--- src/pkg/line_ctrl_pkg.sv ---
package line_ctrl_pkg;

  // Register offsets on the control port
  localparam logic [7:0] OFS_LINE_CFG_ONE = 8'h30;
  localparam logic [7:0] OFS_LINE_CFG_TWO = 8'h31;
  localparam logic [7:0] OFS_LINE_CFG_THREE = 8'h32;
  localparam logic [7:0] OFS_TX_BUILD_OUT_GAIN = 8'h34;

  // Reset values, all zero in software-controlled mode
  localparam logic [7:0] RST_LINE_CFG_ONE = 8'h00;
  localparam logic [7:0] RST_LINE_CFG_TWO = 8'h00;
  localparam logic [7:0] RST_LINE_CFG_THREE = 8'h00;
  localparam logic [7:0] RST_TX_BUILD_OUT_GAIN = 8'h00;
  localparam logic [7:0] RD_UNMAPPED = 8'h00;

  // line_cfg_one fields
  localparam int POS_TX_POWER_DOWN_N = 0;
  localparam int POS_ATTEN_DISABLE = 1;
  localparam int POS_ATTEN_DEPTH_SEL = 2;
  localparam int POS_ATTEN_SIDE_SEL = 3;
  localparam int POS_EQ_GAIN_LIMIT = 4;
  localparam int POS_BUILD_OUT_LSB = 5;
  localparam int POS_BUILD_OUT_MSB = 7;

  // line_cfg_two fields
  localparam int POS_CUSTOM_DRIVER_SEL = 0;
  localparam int POS_SHORT_LIMIT_OFF = 1;
  localparam int POS_RX_COMP_CLK_FILTER_EN = 2;
  localparam int POS_ATTEN_CLK_SEL_LO = 3;
  localparam int POS_TX_ALARM_ONES_N = 4;
  localparam int POS_INSERT_VIOLATION = 5;
  localparam int POS_LINE_SOFT_RESET = 6;
  localparam int POS_ATTEN_CLK_SEL_HI = 7;

  // line_cfg_three fields
  localparam int POS_TX_ALTERNATING_PATTERN = 0;
  localparam int POS_MONITOR_GAIN_LO = 3;
  localparam int POS_MONITOR_GAIN_HI = 4;
  localparam int POS_MARK_INVERSION_INVERT = 6;
  localparam int POS_MARK_INVERSION_ENABLE = 7;

  // tx_build_out_gain fields
  localparam int POS_GAIN_CTRL_LSB = 0;
  localparam int POS_GAIN_CTRL_MSB = 5;
  localparam int POS_AUTO_GAIN_SEL = 6;

  // Attenuator elastic store depths in bits
  localparam logic [7:0] ATTEN_DEPTH_DEEP = 8'h80;
  localparam logic [7:0] ATTEN_DEPTH_SHALLOW = 8'h20;

  // Ones in a row at which an armed violation fires
  localparam logic [1:0] VIOLATION_RUN = 2'h3;

  // Line network mode
  typedef enum logic [1:0] {
    MODE_T1 = 2'b00,
    MODE_E1 = 2'b01,
    MODE_COMP_CLK = 2'b10,
    MODE_SYNC_6312 = 2'b11
  } line_mode_t;

endpackage

--- src/rtl/line_ctrl_regs.sv ---
`timescale 1ns/1ps
module line_ctrl_regs (
  input wire logic CLK, // 100 MHz system clock
  input wire logic RST_N, // Async reset, active low
  input wire logic [7:0] ADDR, // Control port address
  input wire logic WR_EN, // Write strobe, one cycle
  input wire logic RD_EN, // Read strobe, one cycle
  input wire logic [7:0] WDATA, // Write data
  output logic [7:0] RDATA, // Read data, registered
  output logic RD_VALID, // Read data valid pulse
  input wire logic [1:0] LINE_MODE, // Network mode, line_mode_t
  input wire logic BIT_TICK, // One-cycle transmit bit enable
  input wire logic TX_DATA, // Transmit data bit, unipolar
  output logic TX_LINE_POS_O, // Positive line output
  output logic TX_LINE_POS_OE_N, // Positive line enable, low drives
  output logic TX_LINE_NEG_O, // Negative line output
  output logic TX_LINE_NEG_OE_N, // Negative line enable, low drives
  output logic ATTEN_ENABLE, // Attenuator in path
  output logic [7:0] ATTEN_DEPTH, // Elastic store depth in bits
  output logic ATTEN_ON_TX, // Attenuator on transmit side
  output logic EQ_GAIN_LIMIT, // Receive equalizer limit
  output logic [2:0] BUILD_OUT, // Build-out code
  output logic AUTO_GAIN_ON, // Transmit automatic gain active
  output logic [5:0] GAIN_LEVEL, // Fixed gain level
  output logic SHORT_LIMIT_EN, // Current limiter active
  output logic CC_FILTER_EN, // 64 kHz recovered clock filter on
  output logic PLL_T1_EN, // 2.048 to 1.544 MHz PLL on
  output logic PLL_E1_EN, // 12.8 to 2.048 MHz PLL on
  output logic [1:0] MONITOR_BOOST, // Receive gain boost code
  output logic CMI_EN, // Mark-inversion coding on
  output logic CMI_INV, // Mark-inversion invert
  output logic LINE_RESET_PULSE // Recovery reset, recenter pulse
);

  // Stored registers
  logic [7:0] line_cfg_one_reg; // Build-out, attenuator, power
  logic [7:0] line_cfg_two_reg; // Clocks, alarms, reset
  logic [7:0] line_cfg_three_reg; // Pattern, monitor, coding
  logic [7:0] tx_build_out_gain_reg; // Gain control

  // Address decode
  wire sel_one = (ADDR == line_ctrl_pkg::OFS_LINE_CFG_ONE);
  wire sel_two = (ADDR == line_ctrl_pkg::OFS_LINE_CFG_TWO);
  wire sel_three = (ADDR == line_ctrl_pkg::OFS_LINE_CFG_THREE);
  wire sel_gain = (ADDR == line_ctrl_pkg::OFS_TX_BUILD_OUT_GAIN);

  // Read mux, unmapped reads as zero
  wire [7:0] rd_mux = sel_one ? line_cfg_one_reg :
                      sel_two ? line_cfg_two_reg :
                      sel_three ? line_cfg_three_reg :
                      sel_gain ? tx_build_out_gain_reg :
                      line_ctrl_pkg::RD_UNMAPPED;

  // Field views
  wire power_n = line_cfg_one_reg[line_ctrl_pkg::POS_TX_POWER_DOWN_N];
  wire atten_disable = line_cfg_one_reg[line_ctrl_pkg::POS_ATTEN_DISABLE];
  wire atten_depth_sel = line_cfg_one_reg[line_ctrl_pkg::POS_ATTEN_DEPTH_SEL];
  wire atten_side_sel = line_cfg_one_reg[line_ctrl_pkg::POS_ATTEN_SIDE_SEL];
  wire eq_gain_limit = line_cfg_one_reg[line_ctrl_pkg::POS_EQ_GAIN_LIMIT];
  wire [2:0] build_out =
    line_cfg_one_reg[line_ctrl_pkg::POS_BUILD_OUT_MSB:line_ctrl_pkg::POS_BUILD_OUT_LSB];
  wire custom_driver_sel = line_cfg_two_reg[line_ctrl_pkg::POS_CUSTOM_DRIVER_SEL];
  wire short_limit_off = line_cfg_two_reg[line_ctrl_pkg::POS_SHORT_LIMIT_OFF];
  wire cc_filter_bit = line_cfg_two_reg[line_ctrl_pkg::POS_RX_COMP_CLK_FILTER_EN];
  wire atten_clk_sel_lo = line_cfg_two_reg[line_ctrl_pkg::POS_ATTEN_CLK_SEL_LO];
  wire tx_alarm_ones_n = line_cfg_two_reg[line_ctrl_pkg::POS_TX_ALARM_ONES_N];
  wire insert_violation = line_cfg_two_reg[line_ctrl_pkg::POS_INSERT_VIOLATION];
  wire line_soft_reset = line_cfg_two_reg[line_ctrl_pkg::POS_LINE_SOFT_RESET];
  wire atten_clk_sel_hi = line_cfg_two_reg[line_ctrl_pkg::POS_ATTEN_CLK_SEL_HI];
  wire alt_pattern = line_cfg_three_reg[line_ctrl_pkg::POS_TX_ALTERNATING_PATTERN];
  wire [1:0] monitor_gain =
    line_cfg_three_reg[line_ctrl_pkg::POS_MONITOR_GAIN_HI:line_ctrl_pkg::POS_MONITOR_GAIN_LO];
  wire cmi_inv_bit = line_cfg_three_reg[line_ctrl_pkg::POS_MARK_INVERSION_INVERT];
  wire cmi_en_bit = line_cfg_three_reg[line_ctrl_pkg::POS_MARK_INVERSION_ENABLE];
  wire [5:0] gain_ctrl =
    tx_build_out_gain_reg[line_ctrl_pkg::POS_GAIN_CTRL_MSB:line_ctrl_pkg::POS_GAIN_CTRL_LSB];
  wire auto_gain_sel = tx_build_out_gain_reg[line_ctrl_pkg::POS_AUTO_GAIN_SEL];

  // Mode decode
  wire mode_t1_e1 = (LINE_MODE == line_ctrl_pkg::MODE_T1) ||
                    (LINE_MODE == line_ctrl_pkg::MODE_E1);
  wire mode_cc = (LINE_MODE == line_ctrl_pkg::MODE_COMP_CLK);
  wire mode_6312 = (LINE_MODE == line_ctrl_pkg::MODE_SYNC_6312);

  // Derived controls
  wire atten_enable_next = mode_t1_e1 && !atten_disable;
  wire [7:0] atten_depth_next = atten_depth_sel ? line_ctrl_pkg::ATTEN_DEPTH_SHALLOW :
                                                  line_ctrl_pkg::ATTEN_DEPTH_DEEP;
  wire short_limit_next = !short_limit_off && !mode_6312;
  wire cc_filter_next = cc_filter_bit && mode_cc;
  wire auto_gain_next = !auto_gain_sel;
  wire square_mode = custom_driver_sel && (build_out == 3'h0);
  wire open_drain = custom_driver_sel && (build_out != 3'h0);

  // Rising edges of violation and soft reset bits
  logic [1:0] rise_pulse; // [0] violation, [1] soft reset
  rise_detect #(.W(2)) u_rise (
    .CLK(CLK),
    .RST_N(RST_N),
    .level({line_soft_reset, insert_violation}),
    .pulse(rise_pulse)
  );

  // Transmit datapath state
  logic viol_armed_reg; // Violation waiting for a run of ones
  logic [1:0] ones_run_reg; // Consecutive ones seen
  logic last_mark_pos_reg; // Polarity of last mark
  logic alt_phase_reg; // Alternating pattern phase
  logic square_reg; // Square wave phase
  logic pos_reg; // Positive mark this bit
  logic neg_reg; // Negative mark this bit

  // Source bit: alternating wins over alarm, alarm over data
  wire src_bit = alt_pattern ? alt_phase_reg :
                 !tx_alarm_ones_n ? 1'b1 :
                 TX_DATA;
  wire [1:0] ones_run_inc = (ones_run_reg == line_ctrl_pkg::VIOLATION_RUN) ?
                            ones_run_reg : ones_run_reg + 2'h1;
  wire [1:0] ones_run_next = src_bit ? ones_run_inc : 2'h0;
  // Third or later one in a row carries the violation
  wire viol_fire = BIT_TICK && viol_armed_reg && src_bit &&
                   (ones_run_next == line_ctrl_pkg::VIOLATION_RUN);
  // Violation repeats last polarity, normal marks alternate
  wire mark_pos = viol_fire ? last_mark_pos_reg : !last_mark_pos_reg;
  // Violation not supported in composite clock or 6312 kHz modes
  wire viol_arm = rise_pulse[0] && mode_t1_e1;

  // Register writes; readback of all eight bits
  always_ff @(posedge CLK or negedge RST_N) begin
    if (!RST_N) begin
      line_cfg_one_reg <= line_ctrl_pkg::RST_LINE_CFG_ONE;
      line_cfg_two_reg <= line_ctrl_pkg::RST_LINE_CFG_TWO;
      line_cfg_three_reg <= line_ctrl_pkg::RST_LINE_CFG_THREE;
      tx_build_out_gain_reg <= line_ctrl_pkg::RST_TX_BUILD_OUT_GAIN;
    end else if (WR_EN) begin
      if (sel_one) line_cfg_one_reg <= WDATA;
      if (sel_two) line_cfg_two_reg <= WDATA;
      if (sel_three) line_cfg_three_reg <= WDATA;
      if (sel_gain) tx_build_out_gain_reg <= WDATA;
    end
  end

  // Read port, one cycle latency
  always_ff @(posedge CLK or negedge RST_N) begin
    if (!RST_N) begin
      RDATA <= 8'h00;
      RD_VALID <= 1'b0;
    end else begin
      RD_VALID <= RD_EN;
      if (RD_EN) RDATA <= rd_mux;
    end
  end

  // Decoded control outputs, registered
  always_ff @(posedge CLK or negedge RST_N) begin
    if (!RST_N) begin
      ATTEN_ENABLE <= 1'b0;
      ATTEN_DEPTH <= line_ctrl_pkg::ATTEN_DEPTH_DEEP;
      ATTEN_ON_TX <= 1'b0;
      EQ_GAIN_LIMIT <= 1'b0;
      BUILD_OUT <= 3'h0;
      AUTO_GAIN_ON <= 1'b1;
      GAIN_LEVEL <= 6'h00;
      SHORT_LIMIT_EN <= 1'b1;
      CC_FILTER_EN <= 1'b0;
      PLL_T1_EN <= 1'b0;
      PLL_E1_EN <= 1'b0;
      MONITOR_BOOST <= 2'h0;
      CMI_EN <= 1'b0;
      CMI_INV <= 1'b0;
    end else begin
      ATTEN_ENABLE <= atten_enable_next;
      ATTEN_DEPTH <= atten_depth_next;
      ATTEN_ON_TX <= atten_side_sel;
      EQ_GAIN_LIMIT <= eq_gain_limit;
      BUILD_OUT <= build_out;
      AUTO_GAIN_ON <= auto_gain_next;
      // Gain held at zero under automatic gain, bits are ignored
      GAIN_LEVEL <= auto_gain_next ? 6'h00 : gain_ctrl;
      SHORT_LIMIT_EN <= short_limit_next;
      CC_FILTER_EN <= cc_filter_next;
      PLL_T1_EN <= atten_clk_sel_lo;
      PLL_E1_EN <= atten_clk_sel_hi;
      MONITOR_BOOST <= monitor_gain;
      CMI_EN <= cmi_en_bit;
      CMI_INV <= cmi_inv_bit;
    end
  end

  // Soft reset pulse; one per rising edge only
  always_ff @(posedge CLK or negedge RST_N) begin
    if (!RST_N) begin
      LINE_RESET_PULSE <= 1'b0;
    end else begin
      LINE_RESET_PULSE <= rise_pulse[1];
    end
  end

  // Violation arm; a new rise wins over a consumption
  always_ff @(posedge CLK or negedge RST_N) begin
    if (!RST_N) begin
      viol_armed_reg <= 1'b0;
    end else if (viol_arm) begin
      viol_armed_reg <= 1'b1;
    end else if (viol_fire) begin
      viol_armed_reg <= 1'b0;
    end
  end

  // Bit-rate encoder: marks alternate, zeros idle
  always_ff @(posedge CLK or negedge RST_N) begin
    if (!RST_N) begin
      ones_run_reg <= 2'h0;
      last_mark_pos_reg <= 1'b0;
      alt_phase_reg <= 1'b1;
      square_reg <= 1'b0;
      pos_reg <= 1'b0;
      neg_reg <= 1'b0;
    end else if (BIT_TICK) begin
      ones_run_reg <= ones_run_next;
      alt_phase_reg <= !alt_phase_reg;
      square_reg <= !square_reg;
      if (src_bit) begin
        last_mark_pos_reg <= mark_pos;
        pos_reg <= mark_pos;
        neg_reg <= !mark_pos;
      end else begin
        pos_reg <= 1'b0;
        neg_reg <= 1'b0;
      end
    end
  end

  // Line pin drive; power-down tristates both pins
  always_ff @(posedge CLK or negedge RST_N) begin
    if (!RST_N) begin
      TX_LINE_POS_O <= 1'b0;
      TX_LINE_NEG_O <= 1'b0;
      TX_LINE_POS_OE_N <= 1'b1;
      TX_LINE_NEG_OE_N <= 1'b1;
    end else if (!power_n) begin
      TX_LINE_POS_O <= 1'b0;
      TX_LINE_NEG_O <= 1'b0;
      TX_LINE_POS_OE_N <= 1'b1;
      TX_LINE_NEG_OE_N <= 1'b1;
    end else if (square_mode) begin
      TX_LINE_POS_O <= square_reg;
      TX_LINE_NEG_O <= !square_reg;
      TX_LINE_POS_OE_N <= 1'b0;
      TX_LINE_NEG_OE_N <= 1'b0;
    end else if (open_drain) begin
      // Open drain pulls low on a mark, floats otherwise
      TX_LINE_POS_O <= 1'b0;
      TX_LINE_NEG_O <= 1'b0;
      TX_LINE_POS_OE_N <= !pos_reg;
      TX_LINE_NEG_OE_N <= !neg_reg;
    end else begin
      TX_LINE_POS_O <= pos_reg;
      TX_LINE_NEG_O <= neg_reg;
      TX_LINE_POS_OE_N <= 1'b0;
      TX_LINE_NEG_OE_N <= 1'b0;
    end
  end
endmodule

--- src/rtl/rise_detect.sv ---
`timescale 1ns/1ps
// Registered zero-to-one detector, one pulse per rising level
module rise_detect #(
  parameter int W = 2
) (
  input wire logic CLK, // System clock
  input wire logic RST_N, // Async reset, active low
  input wire logic [W-1:0] level, // Levels to watch
  output logic [W-1:0] pulse // One-cycle pulse per rise
);

  logic [W-1:0] prev_reg; // Last sampled level

  // Level held at reset as zero, so a bit already set at release fires once
  always_ff @(posedge CLK or negedge RST_N) begin
    if (!RST_N) begin
      prev_reg <= '0;
      pulse <= '0;
    end else begin
      prev_reg <= level;
      pulse <= level & ~prev_reg;
    end
  end

endmodule

--- config.mk ---
export PLATFORM = sky130hd
export DESIGN_NAME = line_ctrl_regs
export DESIGN_NICKNAME = d
export VERILOG_FILES = /design/src/pkg/line_ctrl_pkg.sv /design/src/rtl/line_ctrl_regs.sv /design/src/rtl/rise_detect.sv
export SDC_FILE = /design/constraint.sdc
export NUM_CORES = 1
export LEC_CHECK = 0
export BUFFER_PORTS_ARGS = -buffer_cell sky130_fd_sc_hd__buf_4
export CORE_MARGIN = 1
export CORE_UTILIZATION = 35
export DETAILED_ROUTE_END_ITERATION = 16
export PLACE_DENSITY = 0.57
export SLEW_MARGIN = 20
export SYNTH_ARGS = -nofsm -noshare
export SYNTH_HDL_FRONTEND = slang
export SYNTH_SLANG_ARGS = --single-unit
export TNS_END_PERCENT = 5
--- constraint.sdc ---
create_clock -name CLK -period 1.2 [get_ports CLK]
set_input_delay 0.24 -clock CLK [delete_from_list [all_inputs] [get_ports CLK]]
set_output_delay 0.24 -clock CLK [all_outputs]
set_load 0.03 [all_outputs]
* After elaboration in Yosys (flattened, before gate mapping)
Cells that the tools add are included.
Word-level totals: output and inout bits 43, register bits 87, word-level logic and storage cells 102, input port bits 24
Cells by class: bitwise gates (word level) 2, $add $sub $neg 1, multiplexer cells 27, equality and inequality tests 9, reductions and logical operators 29
Operators by type and width (number):
- 2-to-1 mux 8 bit | 5
- == test 8 x 6 -> 1 bit, second input constant | 4
- 2-to-1 mux 1 bit | 19
- logical NOT 1 bit | 10
- AND reduction 2 bit | 5
- logical AND 1 bit | 9
- == test 2 bit, second input constant | 4
- 2-to-1 mux 6 bit | 1
- 2-to-1 mux 2 bit | 2
- logical NOT 3 bit | 1
- nonzero test 3 bit | 1
- adder 2 x 1 -> 2 bit, second input constant | 1
- bitwise AND 2 bit | 1
- == test 2 x 1 -> 1 bit, second input constant | 1
- logical NOT 2 bit | 1
- inverter 2 bit | 1
- nonzero test 2 bit | 1
- logical OR 1 bit | 1

* Logic depth before layout (Yosys ltp)
depth in word-level cells 8, gate-level depth with buffers 5, depth with buffers taken out 3

* By module
From an unflattened synthesis, not the netlist that was laid out.
Second synthesis, totals: cell total of the unflattened synthesis 241, area, all modules 3270.6 um^2
Modules (own cells, without submodules):
- line_ctrl_regs | seq. area each 1934.4 um^2, area an instance 3143.0 um^2, cells an instance 235, times used 1
- rise_detect | seq. area each 100.1 um^2, area an instance 127.6 um^2, cells an instance 6, times used 1

* Worst setup path after synthesis
No wires, ideal clock.
kind input to register, start point in ADDR[6], end point reg line_cfg_two_reg[0], required time 1075 ps, buffers on the path 2, arrival time 1273 ps, setup slack -198 ps, stages on the path 5, setup time 125 ps, cells stage by stage and4bb_1 -> buf_6 -> and4b_1 -> buf_6 -> mux2_4
On the way: word-level cells in the longest chain between the ends 2
Ends and longest elaborated chain:
- start, declared | RTL line line_ctrl_regs.sv:5 | input wire logic [7:0] ADDR,
- == test 8 x 6 -> 1 bit | RTL line line_ctrl_regs.sv:43 | wire sel_two = (ADDR == line_ctrl_pkg::OFS_LINE_CFG_TWO);
- AND reduction 2 bit (no line)
- end signal, assigned | RTL line line_ctrl_regs.sv:132 | line_cfg_two_reg <= line_ctrl_pkg::RST_LINE_CFG_TWO;
- end, declared | RTL line line_ctrl_regs.sv:37 | logic [7:0] line_cfg_two_reg;
No other way between the ends. A chain may end at the register's enable or synchronous reset.

* Worst setup path in the final report
start point reg SHORT_LIMIT_EN, end point out SHORT_LIMIT_EN
RTL lines:
- start, declared | RTL line line_ctrl_regs.sv:25 | output logic SHORT_LIMIT_EN,
- start signal, assigned | RTL line line_ctrl_regs.sv:180 | SHORT_LIMIT_EN <= short_limit_next;
No word-level cell between the ends.

==> qor.yml <==
num_rows: 34
worst_setup_path_end_kind: "output pin"
mostFrequentLayoutCells: "dfrtp_1, buf_4, mux2_2"
yosysWarningCount: 0
yosys.area_share.simple_pct: 13.0
post-route-util_pct: 47.7
wl_um: 7080
cp_cell_sequence: "buf_6"
htree_levels: 3
power_frac_comb_pct: 12.9
drive_gt1_share_pct: 46.0
fin_hold_ws_ns: 0.0364
wl_per_cell_um: 16.4
dr.pass1.iters: 6
synth_mux_area_share_pct: 12.3
grt_pass1_vias: 2185
core_mm2: 0.00889
synth_top_family_by_area: "simple AND/OR/NAND/NOR gates"
ys.flop_type: "dfrtp_1"
synthXorXnorAreaFrac_pct: 1.07
area_growth_pct: 29.9
ys_async_sr_fraction_pct: 100
clock_skew_ns: 0.00629
max_stage_delay_ns: 0.53
violations: "negative setup slack"
whs_endpoint: "SHORT_LIMIT_EN"
required_ns: 0.96
p_seq_share_pct: 53.6
place_hpwl_um: 4890
clk_latency_ns: 0.34
hold_start: "LINE_MODE[0]"
yosysSeqAreaShare_pct: 62.3
ys_types: 43
globalplace.congestion: 0.767
netlist_area_mm2: 0.00326
arrival_ns: 1.00
cts_made_buffers: 9
syn_inst: 235
cellLeakagePower_nw: 2.10
via_per_inst: 4.93
globalRouteOverflowTotal: 0
drtIter0Drc: 84
avgSynthCellArea_um2: 13.9
min_path_cells: 2
port_buffers: 60
final_max_slew_viol_count: 0
num-nets-final: 344
synth_compound_area_share_pct: 6.71
reg2reg_slack_ns: -0.02
post_cts_buffers: 0
cts_tree: "built"
status: "finished with violations"
p_int_mw: 4.23
r2r_end: "neg_reg"
die_w_um: 98.6
period_needed_ns: 1.24
die_area_mm2: 0.00972
cts_root_buf: "clkbuf_8"
setup_violations: 6
period_share_pct: 103
post-route-cell-area_mm2: 0.00424
die_h_um: 98.6
final_common_cell: "dfrtp_1"
ios: 67
grt_max_degree: 39
worst_slack_ns: -0.0393
crit_family: "flip-flops"
power.density_mw_per_mm2: 1350
max_freq_mhz: 807
synth-edff-count: 0
start_kind: "register"
insertedDiodeCount: 0
crit_type: "reg2out"
clock_sinks: 81
vias: 2128
rsz0062_at_grt: "yes"
power.total_mw: 5.73
worst-path-buf-inv: 1
reg2reg_depth: 3
crit_fanout: 1
switching_share_pct: 26.3
peakVddDrop_uv: 458
max_cap_violations: 0
start_util_pct: 36.7
antenna_found_initial: 0
grtUsageTotal_pct: 15.7
synth_seq_cells: 81
r2r_start: "alt_phase_reg"
p_clk_share_pct: 33.5
clock_path_buffers: 2
synthAdderAreaFrac_pct: 0
placed_cell_area_mm2: 0.00397
postRouteAntennaNets: 0
place_ws_ns: -0.322
clk_pin_slew_ns: 0.08
cp_slowest_cell: "dfstp_2"
grt_first_pass_wirelength_um: 11500
n_fill_cell: 801
finalHoldViolCount: 0
switchingPower_mw: 1.51
hold_path_class: "in2reg"
drc: 0
[metrics by stage]
stage,setup TNS (ns),cells
after global routing,-0.407,432
after CTS,-0.303,432
after floorplan,-1.79,240
after detailed placement,-10.48,416
final,-0.191,432
after global placement,-9.77,416
[cell families after synthesis]
logic type	count (synthesis)
flops	81
buf+inv	27
mux	33
xor+xnor	4
compound gates	28
other cells	1
simple gates	61
[worst max path at each step]
| stage | startpoint | to | depth (start not counted) |
|---|---|---|---|
| 2_1_floorplan | ADDR[6] | line_cfg_two_reg[0] | 5 |
| 3_3_place_gp | ADDR[6] | line_cfg_three_reg[5] | 5 |
| 3_5_place_dp | ADDR[6] | line_cfg_three_reg[5] | 5 |
| 4_1_cts | SHORT_LIMIT_EN | SHORT_LIMIT_EN | 1 |
| 5_1_grt | SHORT_LIMIT_EN | SHORT_LIMIT_EN | 1 |
| 6_report | SHORT_LIMIT_EN | SHORT_LIMIT_EN | 1 |
[metal layers]
layer	GRT usage, %	wire, µm	part of all wire, %
met5	0	0	0
met4	6.77	51	0.72
met3	2.84	249	3.5
met2	23.7	3350	47
met1	22.4	3430	48
[power groups by stage]
stage | Clock [mW] | Combinational (mW) | Sequential [mW]
floorplan | 0 | 0.328 | 3.16
global placement | 0 | 0.709 | 3.11
detailed placement | 0 | 0.721 | 3.12
CTS | 1.96 | 0.733 | 3.07
global route | 2.06 | 0.813 | 3.10
finish | 1.92 | 0.740 | 3.08
[layout make-up]
cell class	instances	area, µm²	area share [%]
clock buffer	9	124	2.92
clock inverter	6	60.1	1.42
timing repair buffer	83	682	16.1
inverter	13	48.8	1.15
tap	108	135	3.19
sequential	81	2030	48.0
multi-input combinational	132	1150	27.2
[cell usage after synthesis (2+ instances only)]
cell type / number / area (µm²)
nand2b_1: 10 / 62.6
a21oi_1: 3 / 15.0
mux2_2: 23 / 259
nand4_4: 2 / 42.5
xor2_1: 4 / 35.0
buf_2: 3 / 15.0
a221oi_1: 8 / 70.1
dfstp_2: 6 / 158
nand2_1: 3 / 11.3
o21ai_0: 3 / 15.0
mux2_4: 8 / 120
nor2b_1: 6 / 37.5
nor2_1: 12 / 45.0
nor2_4: 2 / 22.5
dfrtp_1: 75 / 1880
buf_4: 7 / 52.6
buf_6: 2 / 22.5
nor3b_1: 9 / 67.6
inv_1: 13 / 48.8
and2_1: 6 / 37.5
o32ai_1: 8 / 70.1
[repair_timing]
item / 4_1_cts / 5_1_grt
hold buffers: 1 / 0
resized for setup: 7 / 10
endpoints found under the setup margin: 11 / 14
hold endpoints to repair: 12 / 0
pin swaps: 1 / 2
(Power assumes the default switching activity.)
